$ cat config.mk
export PLATFORM = sky130hd
export DESIGN_NAME = vtlcs_top
export DESIGN_NICKNAME = d
export VERILOG_FILES = /design/src/vtlcs_pkg.sv /design/src/vtlcs_top.sv
export VERILOG_INCLUDE_DIRS = /design/src
export SDC_FILE = /design/constraint.sdc
export NUM_CORES = 1
export LEC_CHECK = 0
export BUFFER_PORTS_ARGS = -buffer_cell sky130_fd_sc_hd__clkbuf_2
export CORE_ASPECT_RATIO = 0.9
export CORE_MARGIN = 1.5
export CORE_UTILIZATION = 36
export CTS_CLUSTER_SIZE = 16
export DETAILED_ROUTE_END_ITERATION = 16
export SLEW_MARGIN = 20
export SYNTH_ARGS = -nofsm -noshare
export SYNTH_HDL_FRONTEND = slang
export SYNTH_SLANG_ARGS = --single-unit
$ cat constraint.sdc
create_clock -name pclk -period 1.9 [get_ports pclk]
set_input_delay 0 -clock pclk [delete_from_list [all_inputs] [get_ports pclk]]
set_output_delay 0 -clock pclk [all_outputs]
set_load 0.05 [all_outputs]
$ cat src/vtlcs_params.svh
// constants for the vector table lock and context select block
`ifndef VTLCS_PARAMS_SVH
`define VTLCS_PARAMS_SVH

// ----------------------------------------------------------------
// register byte offsets on the bus
// ----------------------------------------------------------------
`define VTLCS_OFS_ORIGIN_UPPER 12'h000
`define VTLCS_OFS_ORIGIN_HIGH 12'h004
`define VTLCS_OFS_ORIGIN_LOW 12'h008
`define VTLCS_OFS_PTR_UPPER 12'h00C
`define VTLCS_OFS_PTR_HIGH 12'h010
`define VTLCS_OFS_PTR_LOW 12'h014
`define VTLCS_OFS_LOCK 12'h018
`define VTLCS_OFS_BANK_CTL 12'h01C
`define VTLCS_OFS_UNLOCK_KEY 12'h020

// ----------------------------------------------------------------
// widths and field layout
// ----------------------------------------------------------------
`define VTLCS_ADDR_W 12
`define VTLCS_VEC_W 21
`define VTLCS_UPPER_W 5
`define VTLCS_UPPER_MSB 20
`define VTLCS_UPPER_LSB 16
`define VTLCS_HIGH_MSB 15
`define VTLCS_HIGH_LSB 8
`define VTLCS_LOW_MSB 7
`define VTLCS_LOW_LSB 0
`define VTLCS_FLAG_BIT 0

// ----------------------------------------------------------------
// reset values
// ----------------------------------------------------------------
`define VTLCS_ORIGIN_RST 21'h000008
`define VTLCS_PTR_RST 21'h000008
`define VTLCS_LOCK_RST 1'b0
`define VTLCS_BANK_RST 1'b0

// ----------------------------------------------------------------
// protected-write key bytes
// ----------------------------------------------------------------
`define VTLCS_KEY_FIRST 8'h55
`define VTLCS_KEY_SECOND 8'hAA

`endif

$ cat src/vtlcs_pkg.sv
// types for the vector table lock and context select block
package vtlcs_pkg;

  // ----------------------------------------------------------------
  // unlock sequence states, gray along idle, first, armed
  // ----------------------------------------------------------------
  typedef enum logic [1:0] {
    VTLCS_KEY_IDLE = 2'b00,
    VTLCS_KEY_FIRST_SEEN = 2'b01,
    VTLCS_KEY_ARMED = 2'b11
  } vtlcs_key_t;

  // ----------------------------------------------------------------
  // whole state of the block
  // ----------------------------------------------------------------
  typedef struct packed {
    logic [20:0] origin;
    logic [20:0] pointer;
    logic locked;
    logic bank_sel;
    vtlcs_key_t key;
    logic pready;
    logic pslverr;
    logic [31:0] prdata;
  } vtlcs_state_t;

endpackage : vtlcs_pkg

$ cat src/vtlcs_top.sv
// vector table lock and context select register block, apb slave
`timescale 1ns/1ps
`include "vtlcs_params.svh"

module vtlcs_top
  import vtlcs_pkg::*;
(
  input wire logic pclk,
  input wire logic presetn,
  input wire logic psel,
  input wire logic penable,
  input wire logic pwrite,
  input wire logic [11:0] paddr,
  input wire logic [31:0] pwdata,
  input wire logic [3:0] pstrb,
  output logic [31:0] prdata,
  output logic pready,
  output logic pslverr,
  input wire logic vector_pointer_load,
  input wire logic [20:0] vector_pointer_in,
  input wire logic one_way_lock_option,
  output logic [20:0] vector_table_origin,
  output logic base_locked_flag,
  output logic saved_context_bank_select
);

  // ----------------------------------------------------------------
  // state registers
  // ----------------------------------------------------------------
  vtlcs_state_t state_reg;
  vtlcs_state_t state_next;

  // ----------------------------------------------------------------
  // bus decode
  // ----------------------------------------------------------------
  logic access_first;
  logic access_done;
  logic wr_done;
  logic lane0;
  logic [7:0] wbyte;
  logic hit_origin_upper;
  logic hit_origin_high;
  logic hit_origin_low;
  logic hit_ptr_upper;
  logic hit_ptr_high;
  logic hit_ptr_low;
  logic hit_lock;
  logic hit_bank;
  logic hit_key;
  logic mapped;
  logic origin_wr_ok;
  logic lock_wr_ok;
  logic [7:0] rd_byte;

  // answer one cycle into the access phase so every output is a flop
  assign access_first = psel & penable & ~state_reg.pready;
  assign access_done = psel & penable & state_reg.pready;
  assign wr_done = access_done & pwrite & ~state_reg.pslverr;
  assign lane0 = pstrb[0];
  assign wbyte = pwdata[7:0];

  assign hit_origin_upper = (paddr == `VTLCS_OFS_ORIGIN_UPPER);
  assign hit_origin_high = (paddr == `VTLCS_OFS_ORIGIN_HIGH);
  assign hit_origin_low = (paddr == `VTLCS_OFS_ORIGIN_LOW);
  assign hit_ptr_upper = (paddr == `VTLCS_OFS_PTR_UPPER);
  assign hit_ptr_high = (paddr == `VTLCS_OFS_PTR_HIGH);
  assign hit_ptr_low = (paddr == `VTLCS_OFS_PTR_LOW);
  assign hit_lock = (paddr == `VTLCS_OFS_LOCK);
  assign hit_bank = (paddr == `VTLCS_OFS_BANK_CTL);
  assign hit_key = (paddr == `VTLCS_OFS_UNLOCK_KEY);

  assign mapped = hit_origin_upper | hit_origin_high | hit_origin_low |
                  hit_ptr_upper | hit_ptr_high | hit_ptr_low |
                  hit_lock | hit_bank | hit_key;

  // origin bytes only change while the lock is open
  assign origin_wr_ok = wr_done & lane0 & ~state_reg.locked;

  // the lock only moves on the write right after the key pair
  assign lock_wr_ok = wr_done & lane0 & hit_lock &
                      (state_reg.key == VTLCS_KEY_ARMED);

  // ----------------------------------------------------------------
  // read mux
  // ----------------------------------------------------------------
  always_comb begin
    rd_byte = 8'h00;
    if (hit_origin_upper) begin
      rd_byte = {3'h0, state_reg.origin[`VTLCS_UPPER_MSB:`VTLCS_UPPER_LSB]};
    end else if (hit_origin_high) begin
      rd_byte = state_reg.origin[`VTLCS_HIGH_MSB:`VTLCS_HIGH_LSB];
    end else if (hit_origin_low) begin
      rd_byte = state_reg.origin[`VTLCS_LOW_MSB:`VTLCS_LOW_LSB];
    end else if (hit_ptr_upper) begin
      rd_byte = {3'h0, state_reg.pointer[`VTLCS_UPPER_MSB:`VTLCS_UPPER_LSB]};
    end else if (hit_ptr_high) begin
      rd_byte = state_reg.pointer[`VTLCS_HIGH_MSB:`VTLCS_HIGH_LSB];
    end else if (hit_ptr_low) begin
      rd_byte = state_reg.pointer[`VTLCS_LOW_MSB:`VTLCS_LOW_LSB];
    end else if (hit_lock) begin
      rd_byte = {7'h00, state_reg.locked};
    end else if (hit_bank) begin
      rd_byte = {7'h00, state_reg.bank_sel};
    end else begin
      // key register reads back zero so the key never leaks
      rd_byte = 8'h00;
    end
  end

  // ----------------------------------------------------------------
  // next state
  // ----------------------------------------------------------------
  always_comb begin
    state_next = state_reg;

    // bus handshake
    state_next.pready = access_first;
    if (access_first) begin
      state_next.pslverr = ~mapped;
      state_next.prdata = (mapped && !pwrite) ? {24'h000000, rd_byte} : 32'h00000000;
    end else if (access_done) begin
      state_next.pslverr = 1'b0;
      state_next.prdata = 32'h00000000;
    end

    // active pointer follows the vectoring logic, software cannot write it
    if (vector_pointer_load) begin
      state_next.pointer = vector_pointer_in;
    end

    // writable origin, held as three bytes
    if (origin_wr_ok && hit_origin_upper) begin
      state_next.origin[`VTLCS_UPPER_MSB:`VTLCS_UPPER_LSB] = wbyte[4:0];
    end
    if (origin_wr_ok && hit_origin_high) begin
      state_next.origin[`VTLCS_HIGH_MSB:`VTLCS_HIGH_LSB] = wbyte;
    end
    if (origin_wr_ok && hit_origin_low) begin
      state_next.origin[`VTLCS_LOW_MSB:`VTLCS_LOW_LSB] = wbyte;
    end

    // lock bit, one-way option refuses a clear once set
    if (lock_wr_ok) begin
      if (one_way_lock_option && state_reg.locked && !wbyte[`VTLCS_FLAG_BIT]) begin
        state_next.locked = state_reg.locked;
      end else begin
        state_next.locked = wbyte[`VTLCS_FLAG_BIT];
      end
    end

    // bank select steers which saved context the shadow window shows
    if (wr_done && lane0 && hit_bank) begin
      state_next.bank_sel = wbyte[`VTLCS_FLAG_BIT];
    end

    // unlock sequence: any other completed write, except a repeated first key byte, breaks it
    if (wr_done) begin
      unique case (state_reg.key)
        VTLCS_KEY_IDLE: begin
          if (hit_key && lane0 && wbyte == `VTLCS_KEY_FIRST) begin
            state_next.key = VTLCS_KEY_FIRST_SEEN;
          end else begin
            state_next.key = VTLCS_KEY_IDLE;
          end
        end
        VTLCS_KEY_FIRST_SEEN: begin
          if (hit_key && lane0 && wbyte == `VTLCS_KEY_SECOND) begin
            state_next.key = VTLCS_KEY_ARMED;
          end else if (hit_key && lane0 && wbyte == `VTLCS_KEY_FIRST) begin
            state_next.key = VTLCS_KEY_FIRST_SEEN;
          end else begin
            state_next.key = VTLCS_KEY_IDLE;
          end
        end
        VTLCS_KEY_ARMED: begin
          // armed lasts for exactly one following write, whatever it hits
          state_next.key = VTLCS_KEY_IDLE;
        end
        default: begin
          state_next.key = VTLCS_KEY_IDLE;
        end
      endcase
    end else if (access_done && state_reg.pslverr) begin
      // an erroring access also breaks the sequence
      state_next.key = VTLCS_KEY_IDLE;
    end
  end

  // ----------------------------------------------------------------
  // state flops
  // ----------------------------------------------------------------
  always_ff @(posedge pclk or negedge presetn) begin
    if (!presetn) begin
      state_reg.origin <= `VTLCS_ORIGIN_RST;
      state_reg.pointer <= `VTLCS_PTR_RST;
      state_reg.locked <= `VTLCS_LOCK_RST;
      state_reg.bank_sel <= `VTLCS_BANK_RST;
      state_reg.key <= VTLCS_KEY_IDLE;
      state_reg.pready <= 1'b0;
      state_reg.pslverr <= 1'b0;
      state_reg.prdata <= 32'h00000000;
    end else begin
      state_reg <= state_next;
    end
  end

  // ----------------------------------------------------------------
  // outputs, all straight from flops
  // ----------------------------------------------------------------
  assign prdata = state_reg.prdata;
  assign pready = state_reg.pready;
  assign pslverr = state_reg.pslverr;
  assign vector_table_origin = state_reg.origin;
  assign base_locked_flag = state_reg.locked;
  assign saved_context_bank_select = state_reg.bank_sel;

endmodule : vtlcs_top

# After elaboration in Yosys (flattened, before gate mapping)
# Cells that the tools add are included.
[classes]
n_eq_ne = 12
n_mux = 16
n_bitwise = 22
n_reduce_logical = 19
[op_table]
columns = ["op", "count"]
rows = [
  ["$mux W33", 2],
  ["$mux W8", 7],
  ["$eq A12 B5 Y1 const B", 4],
  ["$eq A12 B4 Y1 const B", 2],
  ["$eq A12 B3 Y1 const B", 1],
  ["$eq A12 B6 Y1 const B", 1],
  ["$logic_and A1 B1 Y1", 12],
  ["$logic_not A12 Y1", 1],
  ["$and A1 B1 Y1", 9],
  ["$eq A8 B7 Y1 const B", 1],
  ["$eq A8 B8 Y1 const B", 1],
  ["$or A1 B1 Y1", 8],
  ["$mux W2", 3],
  ["$not A1 Y1", 5],
  ["$pmux W2 S2", 1],
  ["$reduce_bool A2 Y1", 2],
  ["$mux W1", 3],
  ["$eq A2 B1 Y1 const B", 1],
  ["$eq A2 B2 Y1 const B", 1],
  ["$logic_not A1 Y1", 2],
  ["$logic_not A2 Y1", 1],
  ["$reduce_and A2 Y1", 1],
]
[word_totals]
ff_bits = 80
input_bits = 76
out_inout_bits = 57
wordCells = 79

# Longest topological paths before layout
# Gate-level depths: netlist (run 1).
[depth]
depth_word = 12
mapped_depth = 7
mapped_depth_nobuf = 5

# Worst setup path after synthesis (run 1)
# Ideal clock, no wire load.
[synth_timing]
kind = "register -> register"
from = "reg pready (netlist name)"
to = "reg state_reg (netlist bit vector_table_origin[0])"
setup_ns = 0.125
arrival_time_ns = 1.760
t_required_ns = 1.775
setup_slack_ns = 0.015
path_stages_with_launch = 5
path_buffers = 0
synth_period_minus_slack_ns = 1.885
path_cell_list = "dfrtp_1 > nor4b_2 > and2b_1 > nand4_4 > mux2_2"
[synth_via]
elab_chain_len = 6
[synth_lines]
columns = ["item", "line_no", "rtl"]
rows = [
  ["$and A1 B1 Y1", "vtlcs_top.sv:57", "assign access_done = psel & penable & state_reg.pready;"],
  ["$and A1 B1 Y1 (2 in series)", "vtlcs_top.sv:58", "assign wr_done = access_done & pwrite & ~state_reg.pslverr;"],
  ["$and A1 B1 Y1 (2 in series)", "vtlcs_top.sv:77", "assign origin_wr_ok = wr_done & lane0 & ~state_reg.locked;"],
  ["$logic_and A1 B1 Y1", "vtlcs_top.sv:138", "if (origin_wr_ok && hit_origin_low) begin"],
  ["end signal, assigned", "vtlcs_top.sv:203", "state_reg <= state_next;"],
  ["end, declared", "vtlcs_top.sv:30", "vtlcs_state_t state_reg;"],
]
# Every way passes these cells.
# A chain may end at the register's enable or synchronous reset.

# Worst setup path after layout (run 1)
[layout_timing]
from = "reg pslverr (netlist name)"
to = "reg state_reg (netlist bit vector_table_origin[0])"
[layout_via]
elab_chain_len = 5
[layout_lines]
columns = ["item", "line_no"]
rows = [
  ["$not A1 Y1", "vtlcs_top.sv:58"],
  ["$and A1 B1 Y1", "vtlcs_top.sv:58"],
  ["$and A1 B1 Y1 (2 in series)", "vtlcs_top.sv:77"],
  ["$logic_and A1 B1 Y1", "vtlcs_top.sv:138"],
]
# Every way passes these cells.

==> metrics.md, run 1 <==
| Metric | Value |
|---|---|
| H-tree levels | `2` |
| DRC violations left | `0` |
| Sequential share of power | `0.529` |
| Type of origin of the critical path | `flip-flop` |
| Core Box Area | `0.008568 mm^2` |
| Vias in the first global route | `2269` |
| Required arrival time at the worst endpoint | `2.10 ns` |
| Period utilisation layout | `0.9358` |
| Leading register cell type out of synthesis | `sky130_fd_sc_hd__dfrtp_1` |
| Antenna violations before repair | `0` |
| Start point of the critical path | `pslverr` |
| Async set-or-reset flop fraction in the synthesized netlist | `1.000` |
| Mean routed wirelength per cell | `14.90 um` |
| Hold slack final | `0.01629 ns` |
| Ant. Diodes | `0` |
| Count of unique library cells instantiated by Yosys | `45` |
| Max Root-Sink Buffers | `2` |
| Inserted Clock Buffers | `5` |
| EDFF count, synth | `0` |
| Share of the yosys chip area belonging to registers | `0.4431` |
| Final hold viol count | `0` |
| FF-to-FF setup slack | `0.12 ns` |
| Cell area after synthesis | `0.003168 mm^2` |
| Die height | `92.00 um` |
| Starting DRC count in detailed routing | `124` |
| Initial cell density of the core | `0.3697` |
| Critical Setup Path Class | `flip-flop to flip-flop` |
| Slew Limit Headroom | `0.6452` |
| Worst-path fanout max | `8` |
| Fraction of power consumed by combinational cells | `0.179` |
| Highest achievable clock rate | `0.5624 GHz` |
| Measured slew at the worst slew-check pin | `0.5322 ns` |
| Sink Count | `56` |
| Sequential cell area | `0.001404 mm^2` |
| Internal portion of total power | `1.701 mW` |
| Sum of overflow across all layers after global routing | `0` |
| Synth Area per Inst | `10.92 um^2` |
| Number of cells on the worst reg-to-reg path | `4` |
| Number of slew-limit violations in the final report | `0` |
| TritonCTS clock tree | `yes` |
| Via density | `4.788` |
| Setup TNS | `0 ns` |
| Fin nets | `452` |
| Leakage power | `1.814 nW` |
| Switching Share | `0.2915` |
| Startpoint of the most critical register-to-register path | `pslverr` |
| Wire length of the first global-routing pass | `11760 um` |
| Pin count of the biggest net entering global routing | `22` |
| Via total after detailed routing | `2375` |
| Die extent in x | `101.9 um` |
| Multi-input logic area | `0.001395 mm^2` |
| Fill cells | `819` |
| Source-to-sink clock delay at the later pin of the worst-skew pair | `0.31 ns` |
| Remaining antenna violation count after routing | `0` |
| Post-synthesis to final-layout area growth | `20.73%` |
| Flop and latch count out of synthesis | `56` |
| Ports placed on the boundary | `133` |
| Power density cells | `627.6 mW/mm^2` |
| Data arrival time at the worst-slack endpoint | `1.98 ns` |
| Largest register FFs | `23` |
| Max-cap viol count | `0` |
| Router iterations before antenna repair | `4` |
| Clock share of power | `0.292` |
| Worst reg2reg path endpoint | `vector_table_origin[0]` |
| Weighted congestion at the end of routability-driven global placement | `0.8767` |
| Setup skew after layout | `0.008591 ns` |
| Number of buffers added on ports | `81` |
| Worst setup path end | `vector_table_origin[0]` |
| Die area | `0.009373 mm^2` |
| Placement row count | `32` |
| Clock root cell | `sky130_fd_sc_hd__clkbuf_8` |
| Category of the worst setup path capture point | `flip-flop` |
| WL final | `7390 um` |
| Post-Synthesis Cells | `290` |
| GR Util All Layers | `0.1653` |
| Path category of the worst min-delay check | `primary input to flip-flop` |
| Post-DP HPWL | `5705 um` |
| Outcome | `complete, no violations` |
| Fraction of layout cells with a size suffix above 1 | `0.3926` |
| Yosys warns | `0` |
| Switching power total | `699.7 uW` |
| Count of endpoints failing setup in the final report | `0` |
| Peak ir drop on the vdd network | `0.3018 mV` |
| Clock-pin transition on the worst setup and hold timing paths | `0.11 ns` |
| Minimum period implied by the final worst setup slack | `1.778 ns` |
| Unrepaired setup endpoints after global routing | `false` |
==> metal layers <==
metal	wire, um	vias to the layer above	GRT usage	share of wire
met5	0	-	0	0
met1	3598	1163	0.2353	0.49
met3	318	8	0.03049	0.043
li1	-	1133	-	-
met2	3365	71	0.2550	0.46
met4	108	0	0.05023	0.015
==> how the worst min path moves through the flow <==
stage	startpoint	end	cells after the start
floorplan	presetn	base_locked_flag	0
global placement	presetn	state_reg[43]	1
detailed placement	presetn	state_reg[51]	1
CTS	pwdata[2]	vector_table_origin[10]	2
global route	pwdata[2]	vector_table_origin[10]	2
finish	pwdata[2]	vector_table_origin[10]	2
==> final cells by class <==
class | count | share of cell area
sequential | 56 | 0.3670
multi-input combinational | 190 | 0.3647
timing repair buffer | 120 | 0.2009
tap | 119 | 0.03893
clock buffer | 6 | 0.02159
clock inverter | 2 | 0.003925
inverter | 3 | 0.002944
==> Yosys cell counts, drive strengths merged, types with 3 or more instances <==
cell,n,area share
buf,58,0.13
dfrtp,54,0.43
mux2,43,0.15
o21ai,27,0.043
nand2,19,0.023
a21oi,9,0.014
nor2,7,0.0083
clkbuf,6,0.0071
nor3,6,0.013
a32oi,5,0.014
mux2i,5,0.016
nor2b,5,0.0099
nand3,4,0.012
nand4,4,0.013
a2bb2oi,3,0.0083
a31oi,3,0.0059
inv,3,0.0036
nor4,3,0.017
==> cells by family (layout without fill, tap and decap cells) <==
group,count (synthesis),after routing,synth area share
compound gates,57,57,0.1094
buf+inv,67,131,0.1442
flops,56,56,0.4431
mux,48,48,0.1686
other cells,1,24,0.001184
simple gates,61,61,0.1335
==> worst max-delay path: stages (launching register included) <==
cell	delay, ns
sky130_fd_sc_hd__dfrtp_1	0.40
sky130_fd_sc_hd__nor4b_2	0.42
sky130_fd_sc_hd__and2b_2	0.30
sky130_fd_sc_hd__nand4_4	0.21
sky130_fd_sc_hd__mux2_2	0.33
==> power by group through the flow <==
| stage | combinational (mW) | sequential, mW | clock (mW) |
|---|---|---|---|
| finish | 0.430 | 1.27 | 0.701 |
| global route | 0.466 | 1.28 | 0.771 |
| CTS | 0.433 | 1.27 | 0.723 |
| detailed placement | 0.387 | 1.29 | 0 |
| global placement | 0.381 | 1.29 | 0 |
| floorplan | 0.275 | 1.30 | 0 |
==> metrics by stage <==
stage / cell area, um^2 / power (mW) / utilization / worst slack (ns) / std cells
after CTS: 3824 / 2.425 / 0.4463 / 0.06025 / 496
after global routing: 3825 / 2.513 / 0.4464 / 0.02728 / 496
after floorplan: 3254 / 1.574 / - / 0.01531 / 313
final: 3825 / 2.400 / 0.4464 / 0.1221 / 496
after global placement: 3446 / 1.672 / 0.4022 / 0.1297 / 460
after detailed placement: 3446 / 1.679 / 0.4022 / 0.09818 / 460
==> timing repair <==
item	4_1_cts	5_1_grt
buffers inserted	0	0
endpoints found under the setup margin	0	11
resized for setup	0	1
endpoints found under the hold margin	51	0
hold buffers	28	0
==> cell usage in the layout, fill, tap and decap left out, drive strengths merged, types with 6 or more instances in the layout <==
| cell type | Yosys | final |
|---|---|---|
| a21oi | 9 | 9 |
| conb | 1 | 24 |
| nor3 | 6 | 6 |
| clkbuf | 6 | 87 |
| mux2 | 43 | 43 |
| dfrtp | 54 | 54 |
| nor2 | 7 | 7 |
| dlygate4sd3 | 0 | 28 |
| o21ai | 27 | 27 |
| buf | 58 | 11 |
| nand2 | 19 | 19 |
(Power assumes the default switching activity.)
==> inputs of run 2 (changes only) <==
--- a/config.mk
+++ b/config.mk
@@ -12,6 +12,7 @@
 export CORE_UTILIZATION = 36
 export CTS_CLUSTER_SIZE = 16
 export DETAILED_ROUTE_END_ITERATION = 16
+export REMOVE_ABC_BUFFERS = 1
 export SLEW_MARGIN = 20
 export SYNTH_ARGS = -nofsm -noshare
 export SYNTH_HDL_FRONTEND = slang
==> run 2 against run 1 <==
The flow now finishes with violations (hold timing). Clock power decreased by 3.7%. Worst setup slack gained 0.053 ns. Non-clock buffer count shrank 2. Final cell count decreased by 0.40%. First-iteration DRC count down 46%. Power shrank 1.1%. Sequential power barely moved. Design area is 0.69% lower. Critical path type unchanged. Critical endpoint unchanged. Largest power group unchanged. Highest routed layer unchanged.
==> metrics.md, run 2 (synthesis results as in run 1) <==
| Metric | Value |
|---|---|
| Path category of the worst min-delay check | `primary input to flip-flop` |
| CP delay by family, top | `simple AND/OR/NAND/NOR gates` |
| Max-cap viol count | `0 (unchanged)` |
| Router iterations before antenna repair | `4 (unchanged)` |
| Worst-path fanout max | `8 (unchanged)` |
| Number of slew-limit violations in the final report | `0 (unchanged)` |
| Number of buffers added on ports | `81 (unchanged)` |
| Clock root cell | `sky130_fd_sc_hd__clkbuf_8` |
| Largest register FFs | `23 (unchanged)` |
| Slew Limit Headroom | `0.5891 (-0.05614)` |
| Power density cells | `624.7 mW/mm^2 (-0.45%)` |
| Setup slack after layout | `0.1753 ns (+0.05328 ns)` |
| Cell breakdown of the critical path | `nor4b_2 > and2b_1 > nand4_4 > mux2_2` |
| Final hold viol count | `1 (+1)` |
| FF-to-FF setup slack | `0.18 ns (+0.05 ns)` |
| Hold slack final | `-0.002707 ns (-0.01900 ns)` |
| Worst reg2reg path endpoint | `vector_table_origin[0]` |
| Weighted congestion at the end of routability-driven global placement | `0.8079 (-7.8%)` |
| Count of endpoints failing setup in the final report | `0 (unchanged)` |
| Peak ir drop on the vdd network | `0.3340 mV (+11%)` |
| Starting DRC count in detailed routing | `67 (-46%)` |
| Sum of overflow across all layers after global routing | `0 (unchanged)` |
| WL final | `7597 um (+2.8%)` |
| Source-to-sink clock delay at the later pin of the worst-skew pair | `0.32 ns (about the same)` |
| Post CTS Setup Buffer Count | `0 (unchanged)` |
| Remaining antenna violation count after routing | `0 (unchanged)` |
| Fin nets | `450 (-0.44%)` |
| Core Box Area | `0.008568 mm^2 (unchanged)` |
| Fraction of layout cells with a size suffix above 1 | `0.3893 (-0.003240)` |
| Commonest cells after routing, fill and taps aside | `81 x sky130_fd_sc_hd__clkbuf_2, 54 x sky130_fd_sc_hd__dfrtp_1, 35 x sky130_fd_sc_hd__mux2_2` |
| DRC violations left | `0 (unchanged)` |
| Sink Count | `56 (unchanged)` |
| Setup skew after layout | `0.01643 ns (+0.007839 ns)` |
| Start point of the critical path | `pslverr` |
| Inserted Clock Buffers | `5 (unchanged)` |
| Critical Setup Path Class | `flip-flop to flip-flop` |
| Critical-path cell with the highest stage delay | `sky130_fd_sc_hd__dfrtp_1` |
| Antenna violations before repair | `0 (unchanged)` |
| Initial cell density of the core | `0.3697 (unchanged)` |
| Die extent in x | `101.9 um (unchanged)` |
| Startpoint of the most critical register-to-register path | `pslverr` |
| H-tree levels | `2 (unchanged)` |
| Bufs and invs on worst path | `0 (unchanged)` |
| Via total after detailed routing | `2380 (+0.21%)` |
| Type of origin of the critical path | `flip-flop` |
| Post-DP HPWL | `5814 um (+1.9%)` |
| Leakage power | `1.806 nW (-0.44%)` |
| TritonCTS clock tree | `yes` |
| Measured slew at the worst slew-check pin | `0.6148 ns (+0.08259 ns)` |
| Failing checks | `hold timing` |
| Vias in the first global route | `2358 (+3.9%)` |
| Highest achievable clock rate | `0.5798 GHz (+3.1%)` |
| Clock-pin transition on the worst setup and hold timing paths | `0.11 ns (about the same)` |
| Power Total | `2.373 mW (-1.1%)` |
| Via density | `4.818 (+0.62%)` |
| Mean routed wirelength per cell | `15.38 um (+3.2%)` |
| Category of the worst setup path capture point | `flip-flop` |
| Period utilisation layout | `0.9077 (-0.02804)` |
| Data arrival time at the worst-slack endpoint | `1.94 ns (-0.04 ns)` |
| Pre-CTS setup slack | `0.1731 ns (+0.07492 ns)` |
| Minimum period implied by the final worst setup slack | `1.725 ns (-0.05328 ns)` |
| Ports placed on the boundary | `133 (unchanged)` |
| Ant. Diodes | `0 (unchanged)` |
| Placement row count | `32 (unchanged)` |
| Die area | `0.009373 mm^2 (unchanged)` |
| Die height | `92.00 um (unchanged)` |
| Max Root-Sink Buffers | `2 (unchanged)` |
| Wire length of the first global-routing pass | `12230 um (+4.0%)` |
| Required arrival time at the worst endpoint | `2.11 ns (about the same)` |
| Outcome | `finished with violations` |
| Post-synthesis to final-layout area growth | `19.91%` |
| Max incr delay on CP | `0.41 ns (about the same)` |
| Pin count of the biggest net entering global routing | `24 (+9.1%)` |
| GR Util All Layers | `0.1698 (+0.004424)` |
| Count of cell instances traversed by the critical path | `4 (unchanged)` |
| Number of cells on the worst reg-to-reg path | `4 (unchanged)` |
| Most common cell after layout, fill and taps aside | `sky130_fd_sc_hd__clkbuf_2` |
| Worst setup path end | `vector_table_origin[0]` |
| Unrepaired setup endpoints after global routing | `false` |
| Setup TNS | `0 ns (unchanged)` |
run 2: worst min-delay path by stage:
stage                    from                 endpoint  slack [ns]  cells after the start
CTS                 pwdata[4]  vector_table_origin[12]       0.002                      2
global route        pwdata[1]   vector_table_origin[9]        0.02                      2
finish              pwdata[4]  vector_table_origin[12]      -0.003                      2
detailed placement    presetn            state_reg[52]       -0.10                      1
global placement      presetn            state_reg[51]       -0.10                      1
floorplan             presetn         base_locked_flag       -0.30                      0
run 2: final cells by class:
type | instances | area [um^2]
clock inverters | 3 | 21.27
multi-input cells | 190 | 1394
repair buffers | 118 | 750.7
flip-flops and latches | 56 | 1404
inverters | 3 | 11.26
clock buffers | 5 | 68.82
well taps | 119 | 148.9
fillers | 860 | 4770
run 2: power by group:
| part | switching (mW) | leakage [nW] | internal (mW) | total [mW] |
|---|---|---|---|---|
| Clock | 0.412 | 0.0445 | 0.263 | 0.675 |
| Combinational | 0.270 | 1.03 | 0.161 | 0.431 |
| Sequential | 0.0259 | 0.727 | 1.24 | 1.27 |
run 2: worst reg2reg max path, stage by stage, from the launching register on:
cell and delay (ns):
sky130_fd_sc_hd__dfrtp_1 0.41, sky130_fd_sc_hd__nor4b_2 0.34, sky130_fd_sc_hd__and2b_1 0.33, sky130_fd_sc_hd__nand4_4 0.23
sky130_fd_sc_hd__mux2_2 0.33
run 2: metal layers:
layer | global-route usage | wire [um] | vias up
li1 | - | - | 1128
met1 | 0.2313 | 3407 | 1153
met2 | 0.2689 | 3505 | 87
met3 | 0.04192 | 587 | 12
met4 | 0.04566 | 96 | 0
met5 | 0 | 0 | -
run 2: repair_timing:
item | 4_1_cts | 5_1_grt
hold buffers | 27 | 0
endpoints found under the setup margin | 0 | 0
resized for setup | 0 | 0
hold endpoints to repair | 84 | 0
run 2: through the flow:
stage / area, um^2 / cells / hold WS (ns) / util
2_1_floorplan: 2809 / 249 / -0.2956 / -
3_3_place_gp: 3438 / 459 / -0.1015 / 0.4013
3_5_place_dp: 3438 / 459 / -0.1017 / 0.4013
4_1_cts: 3799 / 494 / 0.001891 / 0.4433
5_1_grt: 3799 / 494 / 0.02147 / 0.4433
6_report: 3799 / 494 / -0.002707 / 0.4433
